==> src/shared/ccs_pkg.sv <==
// Package with constants and carrier types for the charge cycle sequencer.
package ccs_pkg;

  // ---------------------------------------------------------------------------
  // Timing
  // ---------------------------------------------------------------------------
  localparam int unsigned CLK_HZ        = 100_000_000;
  localparam int unsigned TICK_HZ       = 1_000;
  localparam int unsigned TICK_DIV      = CLK_HZ / TICK_HZ;
  localparam int unsigned DEGLITCH_MS   = 5;
  localparam int unsigned RECHARGE_MS   = 4;
  localparam int unsigned DEGLITCH_TK   = DEGLITCH_MS * TICK_HZ / 1000;
  localparam int unsigned RECHARGE_TK   = RECHARGE_MS * TICK_HZ / 1000;
  localparam int unsigned FLASH_MS      = 666;
  localparam int unsigned PULSE_MS      = 333;
  localparam int unsigned FLASH_TK      = FLASH_MS * TICK_HZ / 1000;
  localparam int unsigned PULSE_TK      = PULSE_MS * TICK_HZ / 1000;
  localparam int unsigned TOTAL_TK_DEF  = 10_800_000;
  localparam int unsigned TRICKLE_SHIFT = 2;
  localparam int unsigned RECHG_SHIFT   = 1;
  localparam int unsigned QUAL_W        = 4;
  localparam int unsigned FLASH_W       = 10;
  localparam int unsigned TIMER_W       = 24;
  localparam int unsigned DIV_W         = 17;

  // ---------------------------------------------------------------------------
  // Types
  // ---------------------------------------------------------------------------
  typedef enum logic [1:0] {
    CCS_STATUS_OFF,
    CCS_STATUS_STRONG,
    CCS_STATUS_WEAK
  } ccs_status_e;

  typedef enum {
    CCS_IDLE,
    CCS_TRICKLE,
    CCS_FAST,
    CCS_DONE,
    CCS_STOPPED
  } ccs_state_e;

  // Raw comparator results from the analog front end.
  typedef struct packed {
    logic uvlo_ok;
    logic supply_margin;
    logic below_precond;
    logic below_short;
    logic over_volt;
    logic over_volt_clear;
    logic below_restart;
    logic near_float;
    logic taper_below;
    logic temp_fault;
  } ccs_cmp_s;

  // Charger drive controls.
  typedef struct packed {
    logic linear_on;
    logic switch_on;
  } ccs_drive_s;

endpackage : ccs_pkg

==> src/ccs_sequencer.sv <==
// Charge cycle sequencer: qualification, mode choice, timers and status.
`timescale 1ns/100ps

module ccs_sequencer #(
  parameter int unsigned TOTAL_TICKS = ccs_pkg::TOTAL_TK_DEF, // Total time, ms
  parameter int unsigned TICK_CYCLES = ccs_pkg::TICK_DIV      // Clocks a tick
) (
  input  wire logic              i_clk,          // System clock
  input  wire logic              i_reset_n,      // Async reset, active low
  input  wire logic              i_disable_n_hi, // Disable pin, high stops
  input  wire ccs_pkg::ccs_cmp_s i_cmp,          // Comparator results
  output ccs_pkg::ccs_drive_s    o_drive,        // Charger enables
  output ccs_pkg::ccs_status_e   o_status,       // Status pin drive mode
  output logic                   o_status_oe,    // Status pin sinking now
  output logic                   o_batt_error    // Battery error level
);
  import ccs_pkg::*;

  // ---------------------------------------------------------------------------
  // Input synchronisers
  // ---------------------------------------------------------------------------
  localparam int unsigned NIN = $bits(ccs_cmp_s) + 1;
  logic [NIN-1:0] meta_q;
  logic [NIN-1:0] sync_q;
  logic [NIN-1:0] meta_d;
  logic [NIN-1:0] sync_d;
  always_comb begin
    meta_d = {i_disable_n_hi, i_cmp};
    sync_d = meta_q;
  end
  always_ff @(posedge i_clk or negedge i_reset_n) begin
    if (!i_reset_n) begin
      meta_q <= '0;
      sync_q <= '0;
    end else begin
      meta_q <= meta_d;
      sync_q <= sync_d;
    end
  end
  ccs_cmp_s cmp;
  logic     dis_s;
  always_comb begin
    cmp   = sync_q[NIN-2:0];
    dis_s = sync_q[NIN-1];
  end

  // ---------------------------------------------------------------------------
  // Tick divider
  // ---------------------------------------------------------------------------
  logic [DIV_W-1:0] div_q;
  logic [DIV_W-1:0] div_d;
  logic             tick;
  always_comb begin
    tick  = (div_q == DIV_W'(TICK_CYCLES - 1));
    div_d = tick ? '0 : div_q + 1'b1;
  end
  always_ff @(posedge i_clk or negedge i_reset_n) begin
    if (!i_reset_n) div_q <= '0;
    else div_q <= div_d;
  end

  // ---------------------------------------------------------------------------
  // Deglitch qualifiers: supply, rise past precondition, taper, thermistor,
  // restart. Taper and thermistor qualify both edges; a lapse restarts.
  // ---------------------------------------------------------------------------
  localparam int unsigned NQ = 5;
  logic [NQ-1:0]        q_raw;
  logic [NQ-1:0]        q_both;
  logic [NQ-1:0][QUAL_W-1:0] q_lim;
  logic [NQ-1:0]        qual_q;
  logic [NQ-1:0]        qual_d;
  logic [NQ-1:0][QUAL_W-1:0] qcnt_q;
  logic [NQ-1:0][QUAL_W-1:0] qcnt_d;
  always_comb begin
    q_raw  = {cmp.below_restart, cmp.temp_fault,
              cmp.taper_below & cmp.near_float,
              ~cmp.below_precond,
              cmp.uvlo_ok & cmp.supply_margin};
    q_both = 5'b0_1100;
    q_lim  = {QUAL_W'(RECHARGE_TK), {4{QUAL_W'(DEGLITCH_TK)}}};
  end

  generate
    for (genvar g = 0; g < NQ; g++) begin : g_qual
      always_comb begin
        qual_d[g] = qual_q[g];
        qcnt_d[g] = qcnt_q[g];
        if (q_raw[g] == qual_q[g] || (!q_raw[g] && !q_both[g])) begin
          qcnt_d[g] = '0;
          qual_d[g] = q_both[g] ? qual_q[g] : q_raw[g];
        end else if (tick) begin
          if (qcnt_q[g] + 1'b1 >= q_lim[g]) begin
            qual_d[g] = q_raw[g];
            qcnt_d[g] = '0;
          end else begin
            qcnt_d[g] = qcnt_q[g] + 1'b1;
          end
        end
      end
    end
  endgenerate
  always_ff @(posedge i_clk or negedge i_reset_n) begin
    if (!i_reset_n) begin
      qual_q <= '0;
      qcnt_q <= '0;
    end else begin
      qual_q <= qual_d;
      qcnt_q <= qcnt_d;
    end
  end

  logic supply_ok;
  logic precond_ok;
  logic taper_ok;
  logic temp_bad;
  logic restart_ok;
  always_comb begin
    supply_ok  = qual_q[0];
    precond_ok = qual_q[1];
    taper_ok   = qual_q[2];
    temp_bad   = qual_q[3];
    restart_ok = qual_q[4];
  end

  // ---------------------------------------------------------------------------
  // Sequencer
  // ---------------------------------------------------------------------------
  ccs_state_e         st_q;
  ccs_state_e         st_d;
  logic [TIMER_W-1:0] tmr_q;
  logic [TIMER_W-1:0] tmr_d;
  logic               rechg_q;
  logic               rechg_d;
  logic               weak_q;
  logic               weak_d;
  logic               trk_err_q;
  logic               trk_err_d;
  logic               ovp_q;
  logic               ovp_d;
  logic [TIMER_W-1:0] limit;
  logic [TIMER_W-1:0] trk_limit;
  logic               can_start;
  always_comb begin
    limit     = rechg_q ? TIMER_W'(TOTAL_TICKS >> RECHG_SHIFT)
                        : TIMER_W'(TOTAL_TICKS);
    trk_limit = TIMER_W'(TOTAL_TICKS >> TRICKLE_SHIFT);
    can_start = supply_ok && !dis_s;
    st_d      = st_q;
    tmr_d     = tmr_q;
    rechg_d   = rechg_q;
    weak_d    = weak_q;
    trk_err_d = trk_err_q;
    ovp_d     = ovp_q;
    if (cmp.over_volt) ovp_d = 1'b1;
    else if (cmp.over_volt_clear) ovp_d = 1'b0;
    // Disable or supply loss aborts any cycle; release restarts fresh.
    if (!can_start) begin
      st_d = CCS_IDLE;
    end else begin
      case (st_q)
        CCS_IDLE: begin
          tmr_d     = '0;
          rechg_d   = 1'b0;
          weak_d    = 1'b0;
          trk_err_d = 1'b0;
          st_d      = cmp.below_precond ? CCS_TRICKLE : CCS_FAST;
        end
        CCS_TRICKLE, CCS_FAST: begin
          // The timer holds during a temperature fault.
          if (tick && !temp_bad) tmr_d = tmr_q + 1'b1;
          if (st_q == CCS_FAST && taper_ok) weak_d = 1'b1;
          if (tmr_q >= limit) begin
            st_d = CCS_DONE;
          end else if (st_q == CCS_TRICKLE && tmr_q >= trk_limit) begin
            st_d      = CCS_STOPPED;
            trk_err_d = 1'b1;
          end else if (st_q == CCS_TRICKLE && precond_ok) begin
            st_d = CCS_FAST;
          end
        end
        CCS_DONE: begin
          if (restart_ok) begin
            st_d    = CCS_FAST;
            tmr_d   = '0;
            rechg_d = 1'b1;
            weak_d  = 1'b0;
          end
        end
        CCS_STOPPED: st_d = CCS_STOPPED;
        default: st_d = CCS_IDLE;
      endcase
    end
  end
  always_ff @(posedge i_clk or negedge i_reset_n) begin
    if (!i_reset_n) begin
      st_q      <= CCS_IDLE;
      tmr_q     <= '0;
      rechg_q   <= 1'b0;
      weak_q    <= 1'b0;
      trk_err_q <= 1'b0;
      ovp_q     <= 1'b0;
    end else begin
      st_q      <= st_d;
      tmr_q     <= tmr_d;
      rechg_q   <= rechg_d;
      weak_q    <= weak_d;
      trk_err_q <= trk_err_d;
      ovp_q     <= ovp_d;
    end
  end

  // ---------------------------------------------------------------------------
  // Blink generator and outputs
  // ---------------------------------------------------------------------------
  logic [FLASH_W-1:0] fl_q;
  logic [FLASH_W-1:0] fl_d;
  ccs_drive_s         drv_d;
  ccs_status_e        stat_d;
  logic               oe_d;
  logic               err_d;
  logic               charging;
  always_comb begin
    fl_d = fl_q;
    if (!temp_bad) fl_d = '0;
    else if (tick) fl_d = (fl_q == FLASH_W'(FLASH_TK - 1)) ? '0 : fl_q + 1'b1;
    charging  = (st_q == CCS_TRICKLE || st_q == CCS_FAST);
    drv_d     = '0;
    if (charging && !temp_bad && !ovp_q) begin
      // Short circuit keeps the battery on the trickle current.
      drv_d.linear_on = (st_q == CCS_TRICKLE) || cmp.below_short;
      drv_d.switch_on = (st_q == CCS_FAST) && !cmp.below_short;
    end
    stat_d = CCS_STATUS_OFF;
    if (charging && temp_bad) begin
      stat_d = (fl_q < FLASH_W'(PULSE_TK)) ? CCS_STATUS_STRONG
                                           : CCS_STATUS_OFF;
    end else if (charging) begin
      stat_d = weak_q ? CCS_STATUS_WEAK : CCS_STATUS_STRONG;
    end
    oe_d  = (stat_d != CCS_STATUS_OFF);
    err_d = trk_err_q || (can_start && (cmp.below_short || temp_bad));
  end
  always_ff @(posedge i_clk or negedge i_reset_n) begin
    if (!i_reset_n) begin
      fl_q         <= '0;
      o_drive      <= '0;
      o_status     <= CCS_STATUS_OFF;
      o_status_oe  <= 1'b0;
      o_batt_error <= 1'b0;
    end else begin
      fl_q         <= fl_d;
      o_drive      <= drv_d;
      o_status     <= stat_d;
      o_status_oe  <= oe_d;
      o_batt_error <= err_d;
    end
  end

endmodule : ccs_sequencer
==> config.mk <==
export PLATFORM = sky130hd
export DESIGN_NAME = ccs_sequencer
export DESIGN_NICKNAME = d
export VERILOG_FILES = /design/src/shared/ccs_pkg.sv /design/src/ccs_sequencer.sv
export SDC_FILE = /design/constraint.sdc
export NUM_CORES = 1
export LEC_CHECK = 0
export ABC_CLOCK_PERIOD_IN_PS = 3100
export BUFFER_PORTS_ARGS = -buffer_cell sky130_fd_sc_hd__buf_2
export CORE_MARGIN = 5
export CORE_UTILIZATION = 35
export CTS_BUF_LIST = sky130_fd_sc_hd__clkbuf_2
export CTS_CLUSTER_DIAMETER = 80
export DETAILED_ROUTE_END_ITERATION = 12
export GPL_TIMING_DRIVEN = 0
export REMOVE_ABC_BUFFERS = 1
export SLEW_MARGIN = 10
export SYNTH_ARGS = -nofsm -noshare
export SYNTH_HDL_FRONTEND = slang
export SYNTH_SLANG_ARGS = --single-unit
export TNS_END_PERCENT = 100
==> constraint.sdc <==
create_clock -name i_clk -period 3.1 [get_ports i_clk]
set_input_delay 0.155 -clock i_clk [delete_from_list [all_inputs] [get_ports i_clk]]
set_output_delay 0.155 -clock i_clk [all_outputs]
set_load 0.01 [all_outputs]
# --- Word-level counts from Yosys, hierarchy flattened ---
# Cells that the tools add are included.
op_classes:
  reduce_logical: 48
  eq_ne: 21
  n_lt_le_gt_ge: 8
  n_bitwise: 5
  add_sub_neg: 8
  muxes: 54
  shift: 0
  n_mul: 0
  div_mod_pow: 0
ops:
  columns: ["op", "n"]
  rows:
  - ["32-bit two-way mux", 5]
  - ["32-bit case mux with 4 select lines", 1]
  - ["32-bit by 2-bit equality test with 1-bit output (second input constant)", 3]
  - ["24-bit two-way mux", 3]
  - ["24-bit case mux with 3 select lines", 1]
  - ["32-bit by 3-bit equality test with 1-bit output (second input constant)", 2]
  - ["4-bit two-way mux", 15]
  - ["32-bit by 1-bit equality test with 1-bit output (second input constant)", 1]
  - ["32-bit zero test", 1]
  - ["10-bit two-way mux", 3]
  - ["24-bit by 1-bit adder with 24-bit output (second input constant)", 1]
  - ["24-bit by 22-bit greater-or-equal comparator with 1-bit output (second input constant)", 1]
  - ["24-bit greater-or-equal comparator", 1]
  - ["2-bit nonzero test", 12]
  - ["4-bit by 1-bit adder with 4-bit output (second input constant)", 5]
  - ["4-bit by 3-bit greater-or-equal comparator with 1-bit output (second input constant)", 5]
  - ["17-bit by 1-bit adder with 17-bit output (second input constant)", 1]
  - ["17-bit equality test (second input constant)", 1]
  - ["1-bit two-way mux", 17]
  - ["17-bit two-way mux", 1]
  - ["2-bit != test (second input constant)", 6]
  - ["4-bit AND reduction", 3]
  - ["10-bit by 1-bit adder with 10-bit output (second input constant)", 1]
  - ["10-bit equality test (second input constant)", 1]
  - ["16 further kinds", 53]
word_totals:
  output_inout_bits: 6
  mem_bits_rw: 0
  register_bits: 140
  latch_bits: 0
  memories: 0
  rom_bits: 0

# --- Logic depth before layout (Yosys ltp) ---
logic_depth:
  word_depth: 7
  mapped_depth: 9
  ltp_nobuf: 8

# --- Least setup slack after synthesis ---
# No wires, ideal clock.
synth_timing:
  path_type: "reg2reg"
  start: "reg div_q[0]"
  end: "reg tmr_q[21]"
  period_less_slack_ns: 2.084
  path_buffers: 1
  t_arrival_ns: 2.006
  path_slack_ns: 1.016
  path_stages_with_launch: 9
  setup_ns: 0.078
  cell_sequence: "dfrtp_1 ha_1 and4_4 nand2_2 o31ai_4 nand4_2 buf_2 or3_1 a21oi_1"
synth_via:
  elab_chain_cells: 4
synth_lines:
  columns: ["item", "line_no", "source"]
  rows:
  - ["start, declared", "ccs_sequencer.sv:50", "logic [DIV_W-1:0] div_q;"]
  - ["start signal, assigned", "ccs_sequencer.sv:59", "else div_q <= div_d;"]
  - ["17-bit equality test", "ccs_sequencer.sv:54", "tick = (div_q == DIV_W'(TICK_CYCLES - 1));"]
  - ["1-bit logical AND", "ccs_sequencer.sv:170", "if (tick && !temp_bad) tmr_d = tmr_q + 1'b1;"]
  - ["2-bit != test (no line)", null, null]
  - ["4-bit AND reduction (no line)", null, null]
  - ["end signal, assigned", "ccs_sequencer.sv:204", "tmr_q <= tmr_d;"]
  - ["end, declared", "ccs_sequencer.sv:130", "logic [TIMER_W-1:0] tmr_q;"]
# Every way passes these cells.
# A chain may end at the register's enable or synchronous reset.

# --- Final worst setup path ---
layout_timing:
  start: "reg div_q[0]"
  end: "reg tmr_q[19]"
# Same word-level chain as after synthesis.

==> metrics.txt <==
Skew-Pair Late Insertion Delay 0.62 ns; htree depth 3; number of global-route vias before repair 3,920; DR iter-0 viols 267; total number of vias 3,991; status finished clean; Die Width 135.3 um; die area 18,320 um^2; Max Cap Viol 0; post-synth top area share 50.51%; largest net degree at the start of global routing 92; most frequent cells in the layout dfrtp_1, nor2_1, nand2_1; Req. time, crit path 3.64 ns; initial antenna violation count 0; maximum vdd drop 0.3538 mV; f_max 386.3 MHz; setup violators final 0; sequential cell area fraction in the yosys report 50.51%; DR DRC count 0; XOR/XNOR Fraction of Synth Area 5.893%; clock-pin slew on the worst setup and hold paths 0.33 ns; Fill cells 1,550; Area growth, synth to finish 10.85%; hold-fix buffers at CTS 13; worst-path fanout max 15; RR Endpoint tmr_q[19]; max-slew violation count 0; Crit path max-delay family simple AND/OR/NAND/NOR gates; measured slew at the worst slew-check pin 0.9038 ns; fraction of layout cells with a size suffix above 1 9.434%; most common cell after layout, fill and taps aside dfrtp_1; Total Routing Usage GR 12.14%; CP Capture Type register; Simple-Gate Fraction of Synth Area 22.03%; WL final 10.53 mm; crit path cell chain ha_1 -> and4_4 -> nand2_2 -> o31ai_4 -> nand4_2 -> or4_1 -> a21oi_1; worst flop-to-flop path startpoint div_q[0]; core area 15,310 um^2; Worst path slowest cell or4_1; synth unique cells 65; nets 618; startpoint types register; Fin. Hold Viols 0; clock buffer count from CTS 9; DRT Pass-1 Iters 4; Die H 135.3 um; clock tree buffer depth 2; TritonCTS clock tree done; fraction of the mapped netlist area in compound gates 12.31%; mux share of post-synthesis cell area 0.3868%; CTS sink count 111; drt via density 5.026; headroom to the max-slew limit 39.74%; row count 45; Critical Path AT 3.12 ns; largest family of logic cells by synthesized area simple AND/OR/NAND/NOR gates; Post-CTS Setup Bufs 0; post-CTS resize count 0; drt wl/cell 13.26 um; Initial Util 35.91%; Ys Warns 0; Yosys reg bits 111; global route total overflow 0; worst min-delay path category in2async; Cell Area, Synth 5499 um^2; Top Ports 19; Syn Inst Count 548; ys flop type dfrtp_1; syn_area_per_cell 10.03 um^2; Ant. Diodes 0; CP Class reg2reg; first-pass GRT wire length 18.15 mm; antenna-violating nets left 0; Final Skew 0.04598 ns; clock root cell clkbuf_2; RePlAce Congestion 0.7933; ys async rst share 100.0%; RSZ-0062 raised after global routing no; leakage power total 2.706 nW; time the worst path needs with I/O delays and setup 2.588 ns; setup total negative slack 0 ns; synth top area cells dfrtp_1, ha_1, nor2_1; slowest cell delay on critical path 0.60 ns; Synth Area in Adders 6.143%; cell taking the most area after synthesis dfrtp_1; WP buf/inv 0; fin crit share 83.50%; internal reg-to-reg setup slack 0.51 ns; DP Wirelength 7.285 mm; Post-synth EDFFs 0; final hold slack 0.09196 ns; Port Buffers 18; reg2reg path depth 7; Cell Pwr Density 373.4 nW/um^2
where the power goes:
| group | switching [mW] | internal (mW) |
|---|---|---|
| registers | 0.0122 | 1.47 |
| logic | 0.0632 | 0.0393 |
| clock network | 0.489 | 0.198 |
cell usage after synthesis (2+ instances only):
cell       instances
a22oi_1            3
a211oi_1           7
nand2_1           41
ha_1              27
a21o_1             4
nor3_1            11
nor2_1            63
or2_1              2
nand3_1           27
inv_1             23
o211ai_1           2
o2111ai_1          2
xor2_1            24
nand2b_1           5
a31oi_1            4
clkbuf_1           9
nand3b_1           2
o31ai_1            2
nor4_4             2
dfrtp_1          111
o21ai_0           33
or3_1             10
a22o_1             3
a31o_2             3
buf_2              3
nor3b_1            2
and2_1             5
and3_1            16
a21oi_1           25
o21ai_1            7
nand4_1           13
nor4_1             5
or4_1              2
nor2b_1            7
xnor2_1           13
worst max path at each step:
| stage | from | to | cells after the start |
|---|---|---|---|
| 6_report | div_q[0] | tmr_q[19] | 7 |
| 5_1_grt | div_q[0] | fl_q[5] | 7 |
| 4_1_cts | div_q[0] | qcnt_q[1] | 6 |
| 3_5_place_dp | div_q[0] | qcnt_q[1] | 6 |
| 3_3_place_gp | st_q[0] | tmr_q[22] | 6 |
| 2_1_floorplan | st_q[0] | tmr_q[18] | 6 |
per-stage QoR:
step	utilization (%)	instance area (um^2)	instances	worst slack [ns]	power, mW
floorplan	-	5435	534	0.7634	1.544
global placement	37.80	5789	763	-0.004659	1.592
detailed placement	38.14	5841	765	0.4119	1.603
CTS	39.79	6093	794	0.3925	2.325
global route	39.80	6096	794	0.3007	2.394
finish	39.80	6096	794	0.5116	2.276
cells by family (layout without fill, tap and decap cells):
group | count (synthesis) | count (layout)
AOI/OAI and AO/OA | 107 | 107
xor gates and xnor gates | 37 | 37
buffers and inverters | 37 | 72
and+or+nand+nor | 227 | 227
muxes | 2 | 2
DFF | 111 | 111
adders and majority gates | 27 | 27
worst min-delay path, stage by stage:
cell and delay [ns]:
dlygate4sd3_1 0.55, buf_6 0.12, buf_16 0.34
sequential cells by signal (all words and copies together), names as in the netlist, 2 cells and up:
register	count
sync_q	11
meta_q	11
qcnt_q	20
o_status	2
fl_q	10
tmr_q	24
qual_q	5
div_q	17
st_q	3
o_drive	2
layout make-up:
class                           count  area (um^2)  share of cell area, %
Inverter                           23        86.33                  1.416
Clock inverter                      7        77.57                  1.273
Sequential cell                   111         2778                  45.57
Timing Repair Buffer               33        269.0                  4.413
Multi-Input combinational cell    400         2576                  42.26
Clock buffer                        9        45.04                 0.7389
Tap cell                          211        264.0                  4.331
metal layers:
metal | GRT usage, % | wire [um]
met1 | 15.25 | 4823
met5 | 0 | 0
met4 | 2.912 | 49
met3 | 3.826 | 414
met2 | 20.46 | 5240
(Power assumes the default switching activity.)
